**src/pkg/timer_pkg.sv**
```systemverilog
package timer_pkg;
    // special-function register addresses
    localparam logic [7:0] ADDR_TIMER_CONTROL = 8'h00C8;
    localparam logic [7:0] ADDR_RELOAD_LOW    = 8'h00CA;
    localparam logic [7:0] ADDR_RELOAD_HIGH   = 8'h00CB;
    localparam logic [7:0] ADDR_COUNT_LOW     = 8'h00CC;
    localparam logic [7:0] ADDR_COUNT_HIGH    = 8'h00CD;
    // timer_control field positions
    localparam int BIT_HIGH_OVF  = 7;
    localparam int BIT_LOW_OVF   = 6;
    localparam int BIT_LOW_IRQEN = 5;
    localparam int BIT_CAPT_EN   = 4;
    localparam int BIT_SPLIT     = 3;
    localparam int BIT_RUN       = 2;
    localparam int BIT_UNUSED    = 1;
    localparam int BIT_EXT_SEL   = 0;
    localparam logic [7:0] CONTROL_WMASK = 8'h00FD;
    localparam logic [7:0] RESET_BYTE    = 8'h0000;
    localparam logic [7:0] BYTE_MAX      = 8'h00FF;
    // prescaler counts
    localparam int SYS_DIV = 12;
    localparam int EXT_DIV = 8;
    localparam logic [3:0] SYS_DIV_LAST = 4'(SYS_DIV - 1);
    localparam logic [2:0] EXT_DIV_LAST = 3'(EXT_DIV - 1);
endpackage

```
**src/pkg/tick_if.sv**
```systemverilog
interface tick_if;
    logic tick_sys12;
    logic tick_ext8;
    modport src (output tick_sys12, output tick_ext8);
    modport dst (input tick_sys12, input tick_ext8);
endinterface

```
**src/design/timer_prescaler.sv**
```systemverilog
module timer_prescaler
    import timer_pkg::*;
(
    input  wire logic clk_sys_i,
    input  wire logic nrst_i,
    input  wire logic ext_clk_i,
    tick_if.src       ticks
);
    logic [3:0] sys_cnt;
    logic [2:0] ext_cnt;
    logic       ext_meta;
    logic       ext_sync;
    logic       ext_prev;
    logic       sys_tick;
    logic       ext_tick;
    wire        ext_rise = ext_sync & ~ext_prev;
    wire        sys_wrap = (sys_cnt == SYS_DIV_LAST);
    wire        ext_wrap = ext_rise & (ext_cnt == EXT_DIV_LAST);

    always_ff @(posedge clk_sys_i) begin
        if (!nrst_i) begin
            sys_cnt  <= '0;
            ext_cnt  <= '0;
            ext_meta <= 1'b0;
            ext_sync <= 1'b0;
            ext_prev <= 1'b0;
            sys_tick <= 1'b0;
            ext_tick <= 1'b0;
        end else begin
            ext_meta <= ext_clk_i;
            ext_sync <= ext_meta;
            ext_prev <= ext_sync;
            sys_cnt  <= sys_wrap ? 4'h0 : sys_cnt + 4'h1;
            if (ext_rise) begin
                ext_cnt <= ext_cnt + 3'h1;
            end
            sys_tick <= sys_wrap;
            ext_tick <= ext_wrap;
        end
    end

    assign ticks.tick_sys12 = sys_tick;
    assign ticks.tick_ext8  = ext_tick;
endmodule

```
**src/design/split_timer.sv**
```systemverilog
// Function
// - count is a low byte and a high byte forming one 16-bit value.
// - control bit 3 selects one 16-bit or two 8-bit auto-reload timers.
// - 16-bit wrap loads the 16-bit reload value and sets high overflow flag.
// - split mode: each byte reloads from its own reload register on overflow.
// - run bit gates whole timer in 16-bit mode, only high byte in split.
// - per-byte select: 1 system clock, else external select picks div12 or ext div8.
// - low select clocks whole 16-bit timer; high select only matters in split mode.
// - external divided-by-8 source is synchronised to the system clock.
// - low flag sets on every low byte wrap; high flag on high byte wrap.
// - with timer_irq_enable_i high: interrupt on high overflow, and on low overflow when its enable is set.
// - hardware never clears overflow flags; software clears them by writing control.
// - capture enabled and timer_irq_enable_i high: oscillator falling edge copies count to reload, raises interrupt.
// - control bit 1 reads zero and ignores writes.
module split_timer
    import timer_pkg::*;
(
    input  wire logic       clk_sys_i,
    input  wire logic       nrst_i,
    input  wire logic [7:0] sfr_addr_i,
    input  wire logic [7:0] sfr_wdata_i,
    input  wire logic       sfr_wr_i,
    input  wire logic       sfr_rd_i,
    input  wire logic       high_byte_clock_select_i,
    input  wire logic       low_byte_clock_select_i,
    input  wire logic       timer_irq_enable_i,
    input  wire logic       ext_clk_i,
    input  wire logic       lfo_i,
    output logic [7:0]      sfr_rdata_o,
    output logic            irq_o
);
    tick_if ticks ();

    timer_prescaler u_presc (
        .clk_sys_i (clk_sys_i),
        .nrst_i    (nrst_i),
        .ext_clk_i (ext_clk_i),
        .ticks     (ticks)
    );

    logic [7:0] timer_control;
    logic [7:0] reload_low;
    logic [7:0] reload_high;
    logic [7:0] count_low;
    logic [7:0] count_high;
    logic       lfo_meta;
    logic       lfo_sync;
    logic       lfo_prev;
    logic       capt_pend;

    wire high_flag   = timer_control[BIT_HIGH_OVF];
    wire low_flag    = timer_control[BIT_LOW_OVF];
    wire low_irqen   = timer_control[BIT_LOW_IRQEN];
    wire capt_en     = timer_control[BIT_CAPT_EN];
    wire split_mode  = timer_control[BIT_SPLIT];
    wire run_control = timer_control[BIT_RUN];
    wire ext_select  = timer_control[BIT_EXT_SEL];

    // per-byte clock choice: system clock, divide-by-12 tick or synchronised ext/8 tick
    wire [1:0] byte_sel = {high_byte_clock_select_i, low_byte_clock_select_i};
    // low byte free-runs in split mode; high byte always obeys the run bit
    wire [1:0] byte_run = {run_control, split_mode | run_control};
    wire [1:0] byte_src;
    wire [1:0] byte_step;
    for (genvar b = 0; b < 2; b++) begin : g_byte_clk
        assign byte_src[b]  = byte_sel[b] ? 1'b1 :
                              (ext_select ? ticks.tick_ext8 : ticks.tick_sys12);
        assign byte_step[b] = byte_src[b] & byte_run[b];
    end

    // the low select clocks the whole timer in 16-bit mode
    wire low_inc   = byte_step[0];
    wire low_wrap  = low_inc & (count_low == BYTE_MAX);
    // in 16-bit mode the high select is ignored and the high byte follows the low wrap
    wire high_inc  = split_mode ? byte_step[1] : low_wrap;
    wire high_wrap = high_inc & (count_high == BYTE_MAX);
    wire wrap16    = ~split_mode & high_wrap;

    // register select decode shared by the write strobes and the read mux
    wire sel_ctrl = (sfr_addr_i == ADDR_TIMER_CONTROL);
    wire sel_rll  = (sfr_addr_i == ADDR_RELOAD_LOW);
    wire sel_rlh  = (sfr_addr_i == ADDR_RELOAD_HIGH);
    wire sel_cl   = (sfr_addr_i == ADDR_COUNT_LOW);
    wire sel_ch   = (sfr_addr_i == ADDR_COUNT_HIGH);

    wire wr_ctrl = sfr_wr_i & sel_ctrl;
    wire wr_rll  = sfr_wr_i & sel_rll;
    wire wr_rlh  = sfr_wr_i & sel_rlh;
    wire wr_cl   = sfr_wr_i & sel_cl;
    wire wr_ch   = sfr_wr_i & sel_ch;

    wire lfo_fall = lfo_prev & ~lfo_sync;
    wire capture  = lfo_fall & capt_en & timer_irq_enable_i;

    // next count values; low reload follows its own wrap in split mode, the pair in 16-bit
    wire [7:0] low_next =
        wr_cl ? sfr_wdata_i :
        (split_mode & low_wrap) ? reload_low :
        wrap16 ? reload_low :
        low_inc ? 8'(count_low + 8'h01) : count_low;
    wire [7:0] high_next =
        wr_ch ? sfr_wdata_i :
        high_wrap ? reload_high :
        high_inc ? 8'(count_high + 8'h01) : count_high;

    // flags: a hardware set wins over a software clear in the same cycle
    wire high_flag_set  = high_wrap;
    wire low_flag_set   = low_wrap;
    wire high_flag_sw   = wr_ctrl ? sfr_wdata_i[BIT_HIGH_OVF] : high_flag;
    wire low_flag_sw    = wr_ctrl ? sfr_wdata_i[BIT_LOW_OVF] : low_flag;
    wire high_flag_next = high_flag_set | high_flag_sw;
    wire low_flag_next  = low_flag_set | low_flag_sw;
    wire [7:0] ctrl_next = wr_ctrl ? (sfr_wdata_i & CONTROL_WMASK) : timer_control;
    wire [7:0] ctrl_full = {high_flag_next, low_flag_next, ctrl_next[5:0]};

    // unmapped addresses read as zero
    wire [7:0] rd_mux =
        sel_ctrl ? timer_control :
        sel_rll  ? reload_low :
        sel_rlh  ? reload_high :
        sel_cl   ? count_low :
        sel_ch   ? count_high : RESET_BYTE;

    // level request while a flag stands; capture gives a one-shot request
    wire high_req = high_flag;
    wire low_req  = low_irqen & low_flag;
    wire next_irq = timer_irq_enable_i & (high_req | low_req | capt_pend);

    // bit 1 is forced to zero on every store
    wire [7:0] ctrl_stored = {ctrl_full[7:2], 1'b0, ctrl_full[0]};

    // low-frequency oscillator: two synchroniser stages, then one cycle of history
    always_ff @(posedge clk_sys_i) begin
        if (!nrst_i) begin
            lfo_meta <= 1'b0;
            lfo_sync <= 1'b0;
            lfo_prev <= 1'b0;
        end else begin
            lfo_meta <= lfo_i;
            lfo_sync <= lfo_meta;
            lfo_prev <= lfo_sync;
        end
    end

    // flags and fields are stored together; flags keep their hardware set
    always_ff @(posedge clk_sys_i) begin
        if (!nrst_i) begin
            timer_control <= RESET_BYTE;
        end else begin
            timer_control <= ctrl_stored;
        end
    end

    // a software write to a count byte wins over counting and reload
    always_ff @(posedge clk_sys_i) begin
        if (!nrst_i) begin
            count_low <= RESET_BYTE;
        end else begin
            count_low <= low_next;
        end
    end

    always_ff @(posedge clk_sys_i) begin
        if (!nrst_i) begin
            count_high <= RESET_BYTE;
        end else begin
            count_high <= high_next;
        end
    end

    // a capture overrides a software write to the reload pair in the same cycle
    always_ff @(posedge clk_sys_i) begin
        if (!nrst_i) begin
            reload_low <= RESET_BYTE;
        end else if (capture) begin
            reload_low <= count_low;
        end else if (wr_rll) begin
            reload_low <= sfr_wdata_i;
        end
    end

    always_ff @(posedge clk_sys_i) begin
        if (!nrst_i) begin
            reload_high <= RESET_BYTE;
        end else if (capture) begin
            reload_high <= count_high;
        end else if (wr_rlh) begin
            reload_high <= sfr_wdata_i;
        end
    end

    // capture request reaches irq_o two cycles later, through capt_pend and the irq_o register
    always_ff @(posedge clk_sys_i) begin
        if (!nrst_i) begin
            capt_pend <= 1'b0;
        end else begin
            capt_pend <= capture;
        end
    end

    always_ff @(posedge clk_sys_i) begin
        if (!nrst_i) begin
            irq_o <= 1'b0;
        end else begin
            irq_o <= next_irq;
        end
    end

    // read data holds until the next read strobe
    always_ff @(posedge clk_sys_i) begin
        if (!nrst_i) begin
            sfr_rdata_o <= RESET_BYTE;
        end else if (sfr_rd_i) begin
            sfr_rdata_o <= rd_mux;
        end
    end
endmodule

```
**config.mk**
```make
export PLATFORM = sky130hd
export DESIGN_NAME = split_timer
export DESIGN_NICKNAME = d
export VERILOG_FILES = /design/src/pkg/timer_pkg.sv /design/src/pkg/tick_if.sv /design/src/design/timer_prescaler.sv /design/src/design/split_timer.sv
export SDC_FILE = /design/constraint.sdc
export NUM_CORES = 1
export LEC_CHECK = 0
export ABC_AREA = 1
export BUFFER_PORTS_ARGS = -buffer_cell sky130_fd_sc_hd__buf_2
export CAP_MARGIN = 20
export CELL_PAD_IN_SITES_DETAIL_PLACEMENT = 1
export CELL_PAD_IN_SITES_GLOBAL_PLACEMENT = 2
export CORE_MARGIN = 2
export CORE_UTILIZATION = 37
export CTS_BUF_LIST = sky130_fd_sc_hd__clkbuf_8
export DETAILED_ROUTE_END_ITERATION = 8
export PLACE_DENSITY = 0.91
export SETUP_SLACK_MARGIN = 0.15
export SLEW_MARGIN = 20
export SYNTH_ARGS = -nofsm -noshare
export SYNTH_HDL_FRONTEND = slang
export SYNTH_SLANG_ARGS = --single-unit
```
**constraint.sdc**
```tcl
create_clock -name clk_sys_i -period 5 [get_ports clk_sys_i]
set_clock_uncertainty 0.1 [all_clocks]
set_input_delay 0 -clock clk_sys_i [delete_from_list [all_inputs] [get_ports clk_sys_i]]
set_output_delay 0 -clock clk_sys_i [all_outputs]
set_load 0.005 [all_outputs]
```
Word level (Yosys, flattened, before mapping):

Cells that the tools add are included.

* $add $sub $neg: 4
* equality and inequality tests: 9
* mux-type cells: 22
* bitwise gates (word level): 27
* reductions and logical operators: 5

Operators by type and width (count)
* two-way mux 8 bit: 16
* == test 8 bit, second input constant: 7
* bitwise AND 1 bit: 18
* adder 8 x 1 -> 8 bit, second input constant: 2
* two-way mux 1 bit: 6
* OR 1 bit: 5
* adder 4 x 1 -> 4 bit, second input constant: 1
* == test 4 bit, second input constant: 1
* NOT 1 bit: 4
* nonzero test 2 bit: 2
* nonzero test 4 bit: 1
* adder 3 x 1 -> 3 bit, second input constant: 1
* == test 3 bit, second input constant: 1
* nonzero test 3 bit: 1
* OR reduction 2 bit: 1

* register bits: 65
* input port bits: 25
* output and inout bits: 9
* word-level logic and storage cells: 87

Depth between registers and ports, before layout:

Gate-level depths: netlist of the first run.

* depth after elaboration: 10
* mapped depth: 11
* depth with buffers taken out: 11

Modules after synthesis:

From an unflattened synthesis of the first run, not the netlist that was laid out.

* cells, all modules: 540
* area total of the unflattened synthesis: 3666.0 µm²

By module, submodules not included
* split_timer: instances 1, cells an instance 484, area each 3191.8 µm², seq. area each 1041.0 µm²
* timer_prescaler: instances 1, cells an instance 56, area each 474.2 µm², seq. area each 240.2 µm²

Worst setup path before layout of the first run:

OpenSTA, ideal clock, no wires.

* path type: register to register
* from: register count_low[0]
* to: register count_high[3]
* library setup time: 0.132 ns
* data arrival time: 1.462 ns
* data required time: 4.768 ns
* slack: 3.306 ns
* stages on the path, launching flop included: 11
* path buffers: 0
* clock period less this slack: 1.694 ns
* path through: dfxtp_1 ha_1 nand2_1 nor2_4 nand3_4 nor2_8 nand2_4 nand2_1 nand3_1 nand3_1 a21oi_1

* word-level cells in the longest chain between the ends: 6
* elaborated cells on any way between the ends: 7
* those cells by class: eq/ne: 1; mux: 3; bitwise: 2; reduce/logical: 1

RTL lines
* start, declared: line split_timer.sv:44 `logic [7:0] count_low;`
* start signal, assigned: line split_timer.sv:159 `count_low <= low_next;`
* == test 8 bit *: line split_timer.sv:73 `wire low_wrap = low_inc & (count_low == BYTE_MAX);`
* bitwise AND 1 bit *: line split_timer.sv:73
* two-way mux 1 bit *: line split_timer.sv:75 `wire high_inc = split_mode ? byte_step[1] : low_wrap;`
* bitwise AND 1 bit: line split_timer.sv:76 `wire high_wrap = high_inc & (count_high == BYTE_MAX);`
* two-way mux 8 bit: line split_timer.sv:103 `high_wrap ? reload_high :`
* two-way mux 8 bit: line split_timer.sv:102 `wr_ch ? sfr_wdata_i :`
* end signal, assigned: line split_timer.sv:167 `count_high <= high_next;`
* end, declared: line split_timer.sv:45 `logic [7:0] count_high;`

Mark *: on every way between the ends. The rest lies on a longest branch, timed or not.
A chain may end at the register's enable or synchronous reset.

Worst setup path after layout of the first run:

* from: register count_low[0]
* to: register count_high[6]

Same word-level chain as after synthesis.

==> results of run 1 <==
==> state kept, by name, indices dropped and copies added, names as in the netlist, 3 cells and up <==
name,flops
count_low,8
timer_control,7
reload_low,8
reload_high,8
u_presc.ext_cnt,3
count_high,8
sfr_rdata_o,8
u_presc.sys_cnt,4
==> stage by stage <==
stage	hold WS [ns]	worst slack, ns	power (W)
final	0.05885	2.829	0.001088
after CTS	0.05460	2.815	0.001098
after detailed placement	0.09224	2.719	0.0005936
after global placement	0.08081	2.856	0.0005910
after floorplan	-0.002369	3.306	0.0005649
after global routing	0.1019	2.592	0.001131
==> cells by family (layout without fill, tap and decap cells) <==
family | count (synthesis) | after routing | share of synthesized area, %
AO/OA/AOI/OAI | 106 | 106 | 16.96
XOR/XNOR | 10 | 10 | 2.468
adder cells (fa/ha/maj) | 5 | 5 | 1.763
AND/OR/NAND/NOR | 254 | 254 | 32.09
flip-flops | 64 | 64 | 36.11
buffers and inverters | 95 | 142 | 10.61
==> cell type report <==
class / count / share of cell area (%)
multi-input cells: 375 / 45.39
flip-flops and latches: 64 / 30.76
repair buffers: 50 / 7.930
inverters: 78 / 7.029
well taps: 129 / 3.875
clock buffers: 10 / 3.304
clock inverters: 4 / 1.712
==> what timing repair did <==
action | in CTS | in global routing
hold endpoints to repair | 28 | 0
hold buffers | 15 | 0
setup endpoints to repair | 0 | 0
==> per-layer routing <==
metal	GRT usage (%)	part of all wire (%)
met1	30.56	47
met2	40.84	48
met3	3.488	2.6
met4	9.538	2.0
met5	0	0
==> layout by cell type (no fill, tap or decap), drive strengths merged <==
| cell | instances |
|---|---|
| dlygate4sd3 | 15 |
| nand3 | 43 |
| buf | 35 |
| nand2 | 120 |
| xor2 | 8 |
| o2111ai | 8 |
| nor4 | 3 |
| a31oi | 3 |
| o221ai | 1 |
| o21ai | 44 |
| a21oi | 41 |
| inv | 79 |
| clkinvlp | 1 |
| a211oi | 6 |
| xnor2 | 2 |
| nor3 | 6 |
| bufinv | 2 |
| dfxtp | 64 |
| nor2 | 67 |
| ha | 5 |
| nand4 | 11 |
| o211ai | 3 |
| nand3b | 1 |
| clkbuf | 10 |
| or2 | 3 |
==> power by group <==
part / switching, W / internal [W] / total, W
Clock: 0.000211 / 0.000287 / 0.000498
Combinational: 0.0000425 / 0.0000268 / 0.0000693
Sequential: 0.00000403 / 0.000517 / 0.000521
Total: 0.000257 / 0.000831 / 0.00109
==> worst max path at each step <==
stage | slack [ns] | startpoint | endpoint | cells after the start
2_1_floorplan | 3.31 | count_low[0] | count_high[3] | 10
3_3_place_gp | 2.86 | sfr_addr_i[5] | reload_low[5] | 9
3_5_place_dp | 2.72 | sfr_addr_i[5] | reload_low[5] | 9
4_1_cts | 2.82 | count_low[0] | count_high[6] | 9
5_1_grt | 2.59 | count_low[0] | count_high[7] | 9
6_report | 2.83 | count_low[0] | count_high[6] | 9
==> synth_stat cells, drive strengths merged <==
cell	number
nand4	11
nor3	6
nand2	120
xnor2	2
buf	8
o2111ai	8
nand3b	1
or2	3
xor2	8
dfxtp	64
a31oi	3
inv	78
nor4	3
clkbuf	9
o221ai	1
o211ai	3
a211oi	6
ha	5
a21oi	41
o21ai	44
nor2	67
nand3	43
==> worst reg2reg max path: cells and delay by family, from the launching register on <==
family,cells,cell delay [ns]
AO/OA/AOI/OAI,2,0.52
adder cells (fa/ha/maj),1,0.26
AND/OR/NAND/NOR,6,0.81
flip-flops,1,0.43
==> impl.org, run 1 <==
** Route
- Post-Route WL :: 11630 um
- Per-cell routed wire length :: 16.37 um
- After the first detailed-routing iteration, the DRC count stood at 156.
- Before antenna repair, the detailed router went through 5 iterations.
- Drt via density :: 5.144
- In the routed design, unresolved DRC markers number 0.
- Via total after detailed routing :: 3652
- The count of nets left with antenna violations once routing finished came out at 0.

** Final layout
- Sequential cell area :: 1281 sq um
- Of the cells placed in the final design, the portion with a size suffix greater than 1 is 12.22%.
- Number of diodes :: 0
- Design Area, Final :: 4165 sq um
- Post-layout instance count excluding filler cells :: 710
- Number of nets in the finished design :: 608
- Fill cells in the final layout number 1255.
- Summing all multi-input logic gate instances after layout gives 1891 sq um.
- From synthesis to final layout, the design area changed by 17.38%.
- For this run, the share of the core covered by cells in the final layout is 44.87%.

** Power
- The analysis attributes to cell leakage a power of 1.773 nW.
- Maximum ir drop on the vdd rail :: 0.1109 mV
- Pwr per Cell Area :: 261.3 nW/um^2

** STA
- The final number of max-transition violations was 0.
- Final hold violations :: 0
- Setup repair after global routing left no endpoint under its margin.
- After layout, the worst path uses 43.41% of the clock period.
- Final-layout setup total negative slack :: 0 ns
- Headroom to the max-slew limit came out at 48.14%.
- For this run, the top clock speed supported by timing is 460.7 MHz.
- Slew at the pin closest to its max-slew limit :: 0.7720 ns
- The routed design could run at a clock period as short as 2.171 ns.
- Setup violations remaining at the end of the flow were counted as 0.

** Clock tree
- Clock-pin slew of the registers on the worst-case setup and hold paths :: 0.08 ns
- The tree is rooted in a sky130_fd_sc_hd__clkbuf_8.
- Resized Gates After CTS :: 0
- TritonCTS built the clock tree.
- Sink Count :: 64
- In this run the deepest clock path goes through 2 buffers.
- Count of H-tree levels built during CTS :: 3
- Clock latency of the later-clocked register in the worst-skew pair :: 0.35 ns
- After clock tree synthesis, the setup repair step added 0 buffers.
- Buffers inserted during clock tree synthesis total 9.

** Worst setup path
- For flop-to-flop paths, the worst setup slack is 2.83 ns.
- The largest single stage delay on the critical path is 0.43 ns.
- CP arrival :: 2.36 ns
- Worst Path Required :: 5.19 ns
- Largest fanout on the critical path :: 7
- Crit path max-delay family :: simple AND/OR/NAND/NOR gates
- For the worst flop-to-flop path, the logic depth is 9.
- Reg-to-Reg End :: count_high[6]
- The slowest stage of the critical path belongs to the cell sky130_fd_sc_hd__dfxtp_1.
- The worst setup path is captured at a flip-flop.
- Critical-path cell list :: ha_1, nand2_1, nor2_4, nand3_4, o21ai_0, nand3_1, o21ai_1, nor2_1, nor2_1
- The worst register-to-register path begins at count_low[0].
- Count of buffer and inverter cells on the critical path :: 0
- Type of the setup path with the least slack :: reg2reg
- Type of origin of the critical path :: flip-flop
- The cell that appears most often on the critical path is sky130_fd_sc_hd__nor2_1.

** Global routing
- Overall Global Routing Usage :: 23.98%
- Residual overflow from global routing :: 0
- The initial antenna violation count came to 0.
- Global-route wire length before repair :: 19030 um
- Number of global-route vias before repair :: 3699
- Maximum number of pins on one net before global-route repair :: 37

** Run
- Max-cap violations in this run came to 0.

** Place
- The count of buffers added on input and output ports is 33.
- Number of placed instances, taps included :: 681
- After legalization and detailed placement, the total HPWL measured 8711 um.
- Placement Cell Area :: 3806 sq um
- The congestion estimate from routability-driven global placement came to 0.8365.

** Logic synthesis
- Of the synthesized area, sequential elements account for 36.11%.
- Number of distinct library cells after synthesis :: 36
- Library cell with the largest summed area after synthesis :: sky130_fd_sc_hd__dfxtp_1
- A synthesized cell averages 6.645 sq um.
- The mapped netlist covers 3548 sq um.
- After synthesis, the cell types taking the most area are sky130_fd_sc_hd__dfxtp_1 36%, sky130_fd_sc_hd__nand2_1 12%, sky130_fd_sc_hd__inv_1 7.6%.
- Counting every net in the synthesized netlist gives 564.
- After synthesis the netlist holds a flip-flop and latch count of 64.
- The Yosys step of the flow raised 0 warnings.
- Synthesis produced 534 cells.
- Share of Yosys cell area claimed by the top area cell type :: 36.11%

** Die
- 34 I/O pins were placed.
- Die Span Y :: 101.9 um
- Starting utilization of the core area :: 38.22%
- Die area :: 10390 sq um
- Row Count :: 35
- After floorplanning, the core was sized to cover 9284 sq um.
- Die width :: 101.9 um

** Hold path
- For hold timing, the worst endpoint is sfr_rdata_o[2].
- Min-delay worst type :: in2reg
- Counting instances, the worst hold path has a depth of 6.
- Source of the worst hold timing path :: sfr_addr_i[0]

** Status
- Run status :: finished, final reports clean
Note: power is estimated with default switching activity, not from simulation.
==> inputs of run 2 (changes only) <==
--- a/config.mk
+++ b/config.mk
@@ -11,10 +11,10 @@
 export CELL_PAD_IN_SITES_DETAIL_PLACEMENT = 1
 export CELL_PAD_IN_SITES_GLOBAL_PLACEMENT = 2
 export CORE_MARGIN = 2
-export CORE_UTILIZATION = 37
+export CORE_UTILIZATION = 31
 export CTS_BUF_LIST = sky130_fd_sc_hd__clkbuf_8
 export DETAILED_ROUTE_END_ITERATION = 8
-export PLACE_DENSITY = 0.91
+export PLACE_DENSITY = 0.82
 export SETUP_SLACK_MARGIN = 0.15
 export SLEW_MARGIN = 20
 export SYNTH_ARGS = -nofsm -noshare
==> constraint.sdc (replaced) <==
create_clock -name clk_sys_i -period 1.8 [get_ports clk_sys_i]
set_clock_uncertainty 0.1 [all_clocks]
set_input_delay 0 -clock clk_sys_i [delete_from_list [all_inputs] [get_ports clk_sys_i]]
set_output_delay 0 -clock clk_sys_i [all_outputs]
set_load 0.005 [all_outputs]
==> run 2 against run 1 <==
Against the previous run:
- via count is 6.4% higher
- sequential share of layout area is 3.3 points lower
- maximum frequency grew 22%
- critical path type unchanged
- sequential power grew to 2.8 times the previous value
- final cell count grew 8.7%
- clock power rose to 2.6 times the previous value
- wire length up 13%
- total power grew to 2.7 times the previous value
- critical path depth up 1
- die area rose by 19%
- largest cell class unchanged
==> impl.org, run 2 (same netlist as run 1, synthesis figures left out) <==
** Status
- Run status :: finished, final reports clean

** Clock tree
- TritonCTS clock tree :: built
- The root buffer cell chosen for the clock tree is sky130_fd_sc_hd__clkbuf_8.
- Number of clock buffers inserted by TritonCTS :: 9 (unchanged)
- Worst-case clock buffer depth :: 2 (unchanged)
- Clock-pin slew of the registers on the worst-case setup and hold paths :: 0.08 ns (about the same)
- The number of H-tree branching levels is 3 (unchanged).
- The latest clock arrival within the worst-skew pair is 0.37 ns (+0.02 ns).
- The number of sinks driven by the clock tree is 64 (unchanged).

** Place
- Number of placed instances, taps included :: 733 (+7.6%)
- # port buffers :: 33 (unchanged)
- The placer's final routability congestion estimate came to 0.9000 (+7.6%).
- Estimated wirelength of the detail-placed design :: 9999 um (+15%)

** Final layout
- Leaving out fill and tap cells, the most frequent cell in the layout is sky130_fd_sc_hd__nand2_1.
- Number of fill cells :: 1445 (+15%)
- The share of post-route cells with drive strength above 1 was 21.78% (+9.6 points).
- Top library cells by usage in the layout, fill and taps aside :: 112 x sky130_fd_sc_hd__nand2_1, 72 x sky130_fd_sc_hd__inv_1, 62 x sky130_fd_sc_hd__dfxtp_1
- Number of diodes :: 0 (unchanged)
- Layout area overhead :: 31.66%
- The final layout net count is 654 (+7.6%).
- The final cell count without fillers came to 772 (+8.7%).

** STA
- Setup repair after global routing could not meet its margin everywhere.
- Fraction of the cycle the final worst path needs :: 98.63% (+55 points)
- Slew at the pin closest to its max-slew limit :: 0.6569 ns (-0.1150 ns)
- The post-layout minimum cycle time is 1.775 ns (-0.3954 ns).
- Setup-violating endpoint count in the final report :: 0 (unchanged)
- Max-slew headroom at the worst pin :: 56.16% (+8.0 points)
- The highest clock frequency the design can meet is 563.3 MHz (+22%).
- The final number of max-transition violations came to 0 (unchanged).
- Final-layout setup total negative slack :: 0 ns (unchanged)
- The number of endpoints with negative hold slack in the final report is 0 (unchanged).

** Route
- The total wire length after detailed routing was 13140 um (+13%).
- Per-cell routed wire length :: 17.02 um (+3.9%)
- Drt via density :: 5.031 (-2.2%)
- Via total after detailed routing :: 3884 (+6.4%)
- Post-route antenna net violation count :: 0 (unchanged)
- The count of routing violations after the opening detailed-route iteration is 154 (-1.3%).
- The number of optimization iterations in the first detailed-route pass was 4 (-1).
- Residual DRC count :: 0 (unchanged)

** Power
- The total power of the final layout came to 0.002979 W (+170%).
- Maximum ir drop on the vdd rail :: 0.4032 mV (+260%)
- The cell area power density came to 637.6 nW/um^2 (+140%).
- Static power due to leakage :: 2.067 nW (+17%)

** Die
- The floorplan die area is 12320 sq um (+19%).
- Core ar. :: 11270 sq um (+21%)
- The number of cell rows came to 39 (+11%).
- The number of ports placed on the die boundary is 34 (unchanged).
- Die width :: 111.0 um (+8.9%)
- The starting density of the core came to 31.48% (-6.7 points).
- Die Span Y :: 111.0 um (+8.9%)

** Global routing
- Number of global-route vias before repair :: 3987 (+7.8%)
- The met1 layer usage reported by global route is 27.33% (-3.2 points).
- The aggregate global-route resource usage is 21.58% (-2.4 points).
- Global routing usage on met3 :: 4.647% (+1.2 points)
- After global routing, the most crowded layer is met2.
- Antenna violations before repair :: 0 (unchanged)
- The wire length of the first global-routing pass came to 20780 um (+9.2%).
- The met2 track utilization from global routing was 37.18% (-3.7 points).
- Residual overflow from global routing :: 0 (unchanged)
- The largest net degree at the start of global routing is 24 (-35%).

** Worst setup path
- Reg-to-Reg End :: count_low[3]
- The worst register-to-register path begins at count_low[1].
- The maximum fanout encountered on the critical timing path is 4 (-3).
- Crit path top cell by count :: sky130_fd_sc_hd__buf_4
- The setup slack of the worst register-to-register path came to 0.02 ns (-2.80 ns).
- Type of origin of the critical path :: flip-flop
- Critical-path cell list :: ha_4, nand2_4, nor2_4, nand3_4, nor2_8, buf_4, o21ai_2, buf_4, o211ai_1, a21oi_1
- The number of buffer and inverter stages on the critical path is 2 (+2).
- The delay of the slowest cell on the worst path is 0.36 ns (-0.07 ns).
- Depth of the worst register-to-register path :: 10 (+1)
- The worst setup path is captured at a flip-flop.
- The required time reported for the critical path endpoint was 1.96 ns (-3.23 ns).
- Broken down by cell family, the worst path's largest delay share belongs to simple AND/OR/NAND/NOR gates.
- The setup path with the least slack is of type reg2reg.
- CP arrival :: 1.94 ns (-0.42 ns)
- The cell count along the critical path was 10 (+1).
- Slowest stage cell, crit path :: sky130_fd_sc_hd__dfxtp_2

** Hold path
- In this run the worst hold path is classified as in2reg.
- The path with the worst hold slack has its endpoint at reload_low[5].
- Cell depth of the worst min-delay path :: 4 (-2)
- The worst hold path begins at sfr_wr_i.

** Run
- Count of max-cap constraint violations :: 0 (unchanged)
==> run 2: changes by cell type in the layout (fill, tap and decap cells not counted), moves of 3 or more <==
cell and delta:
sky130_fd_sc_hd__nand2_4 +4, sky130_fd_sc_hd__o21ai_1 +3, sky130_fd_sc_hd__buf_4 +42, sky130_fd_sc_hd__nand2_1 -3, sky130_fd_sc_hd__a21oi_1 -4, sky130_fd_sc_hd__nand3_1 -4, sky130_fd_sc_hd__a21oi_2 +4, sky130_fd_sc_hd__o21ai_0 -5
==> run 2: worst min-delay path, stage by stage <==
cell	delay (ns)
sky130_fd_sc_hd__buf_2	0.14
sky130_fd_sc_hd__buf_4	0.16
sky130_fd_sc_hd__nand3_1	0.08
sky130_fd_sc_hd__a31oi_1	0.07
==> run 2: cell type report <==
type / instances / area, sq um / area share (%)
clock buffer: 9 / 123.9 / 2.651
clock inverter: 7 / 80.08 / 1.714
inverter: 78 / 295.3 / 6.320
multi-input combinational: 375 / 2012 / 43.06
sequential: 64 / 1284 / 27.48
tap: 143 / 178.9 / 3.830
timing repair buffer: 96 / 698.2 / 14.94
==> run 2: metal layers <==
layer,wire length (um),up-vias
met1,5872,1892
met3,474,15
met5,0,-
met2,6576,52
met4,214,0
li1,-,1925
==> run 2: how the worst max path moves through the flow <==
stage	from	endpoint	slack [ns]
floorplan	count_low[1]	count_high[3]	0.16
global placement	count_low[1]	count_high[6]	-0.08
detailed placement	count_low[1]	count_high[7]	-0.11
CTS	count_low[1]	count_high[4]	0.08
global route	count_low[1]	count_high[7]	-0.03
finish	count_low[1]	count_low[3]	0.02
==> run 2: where the power goes <==
part           switching, W  leakage (nW)  total, W  internal [W]
clock              0.000660        0.0964   0.00131      0.000652
combinational      0.000132          1.45  0.000220     0.0000884
sequential        0.0000105         0.519   0.00145       0.00144
total              0.000802          2.07   0.00298       0.00218
==> run 2: through the flow <==
stage | util [%] | hold WS [ns] | cell area [sq um] | setup slack (ns)
2_1_floorplan | - | -0.002369 | 3552 | 0.1582
3_3_place_gp | 36.49 | 0.08705 | 4113 | -0.07638
3_5_place_dp | 36.49 | 0.09641 | 4113 | -0.1140
4_1_cts | 40.64 | 0.01740 | 4581 | 0.07531
5_1_grt | 41.45 | 0.04766 | 4672 | -0.02965
6_report | 41.45 | 0.03748 | 4672 | 0.02469
==> run 2: timing repair <==
item | CTS | global route
gates resized for setup | 17 | 17
setup endpoints to repair | 17 | 22
hold buffers | 16 | 0
buffers inserted | 2 | 5
pin swaps | 15 | 9
endpoints found under the hold margin | 33 | 0
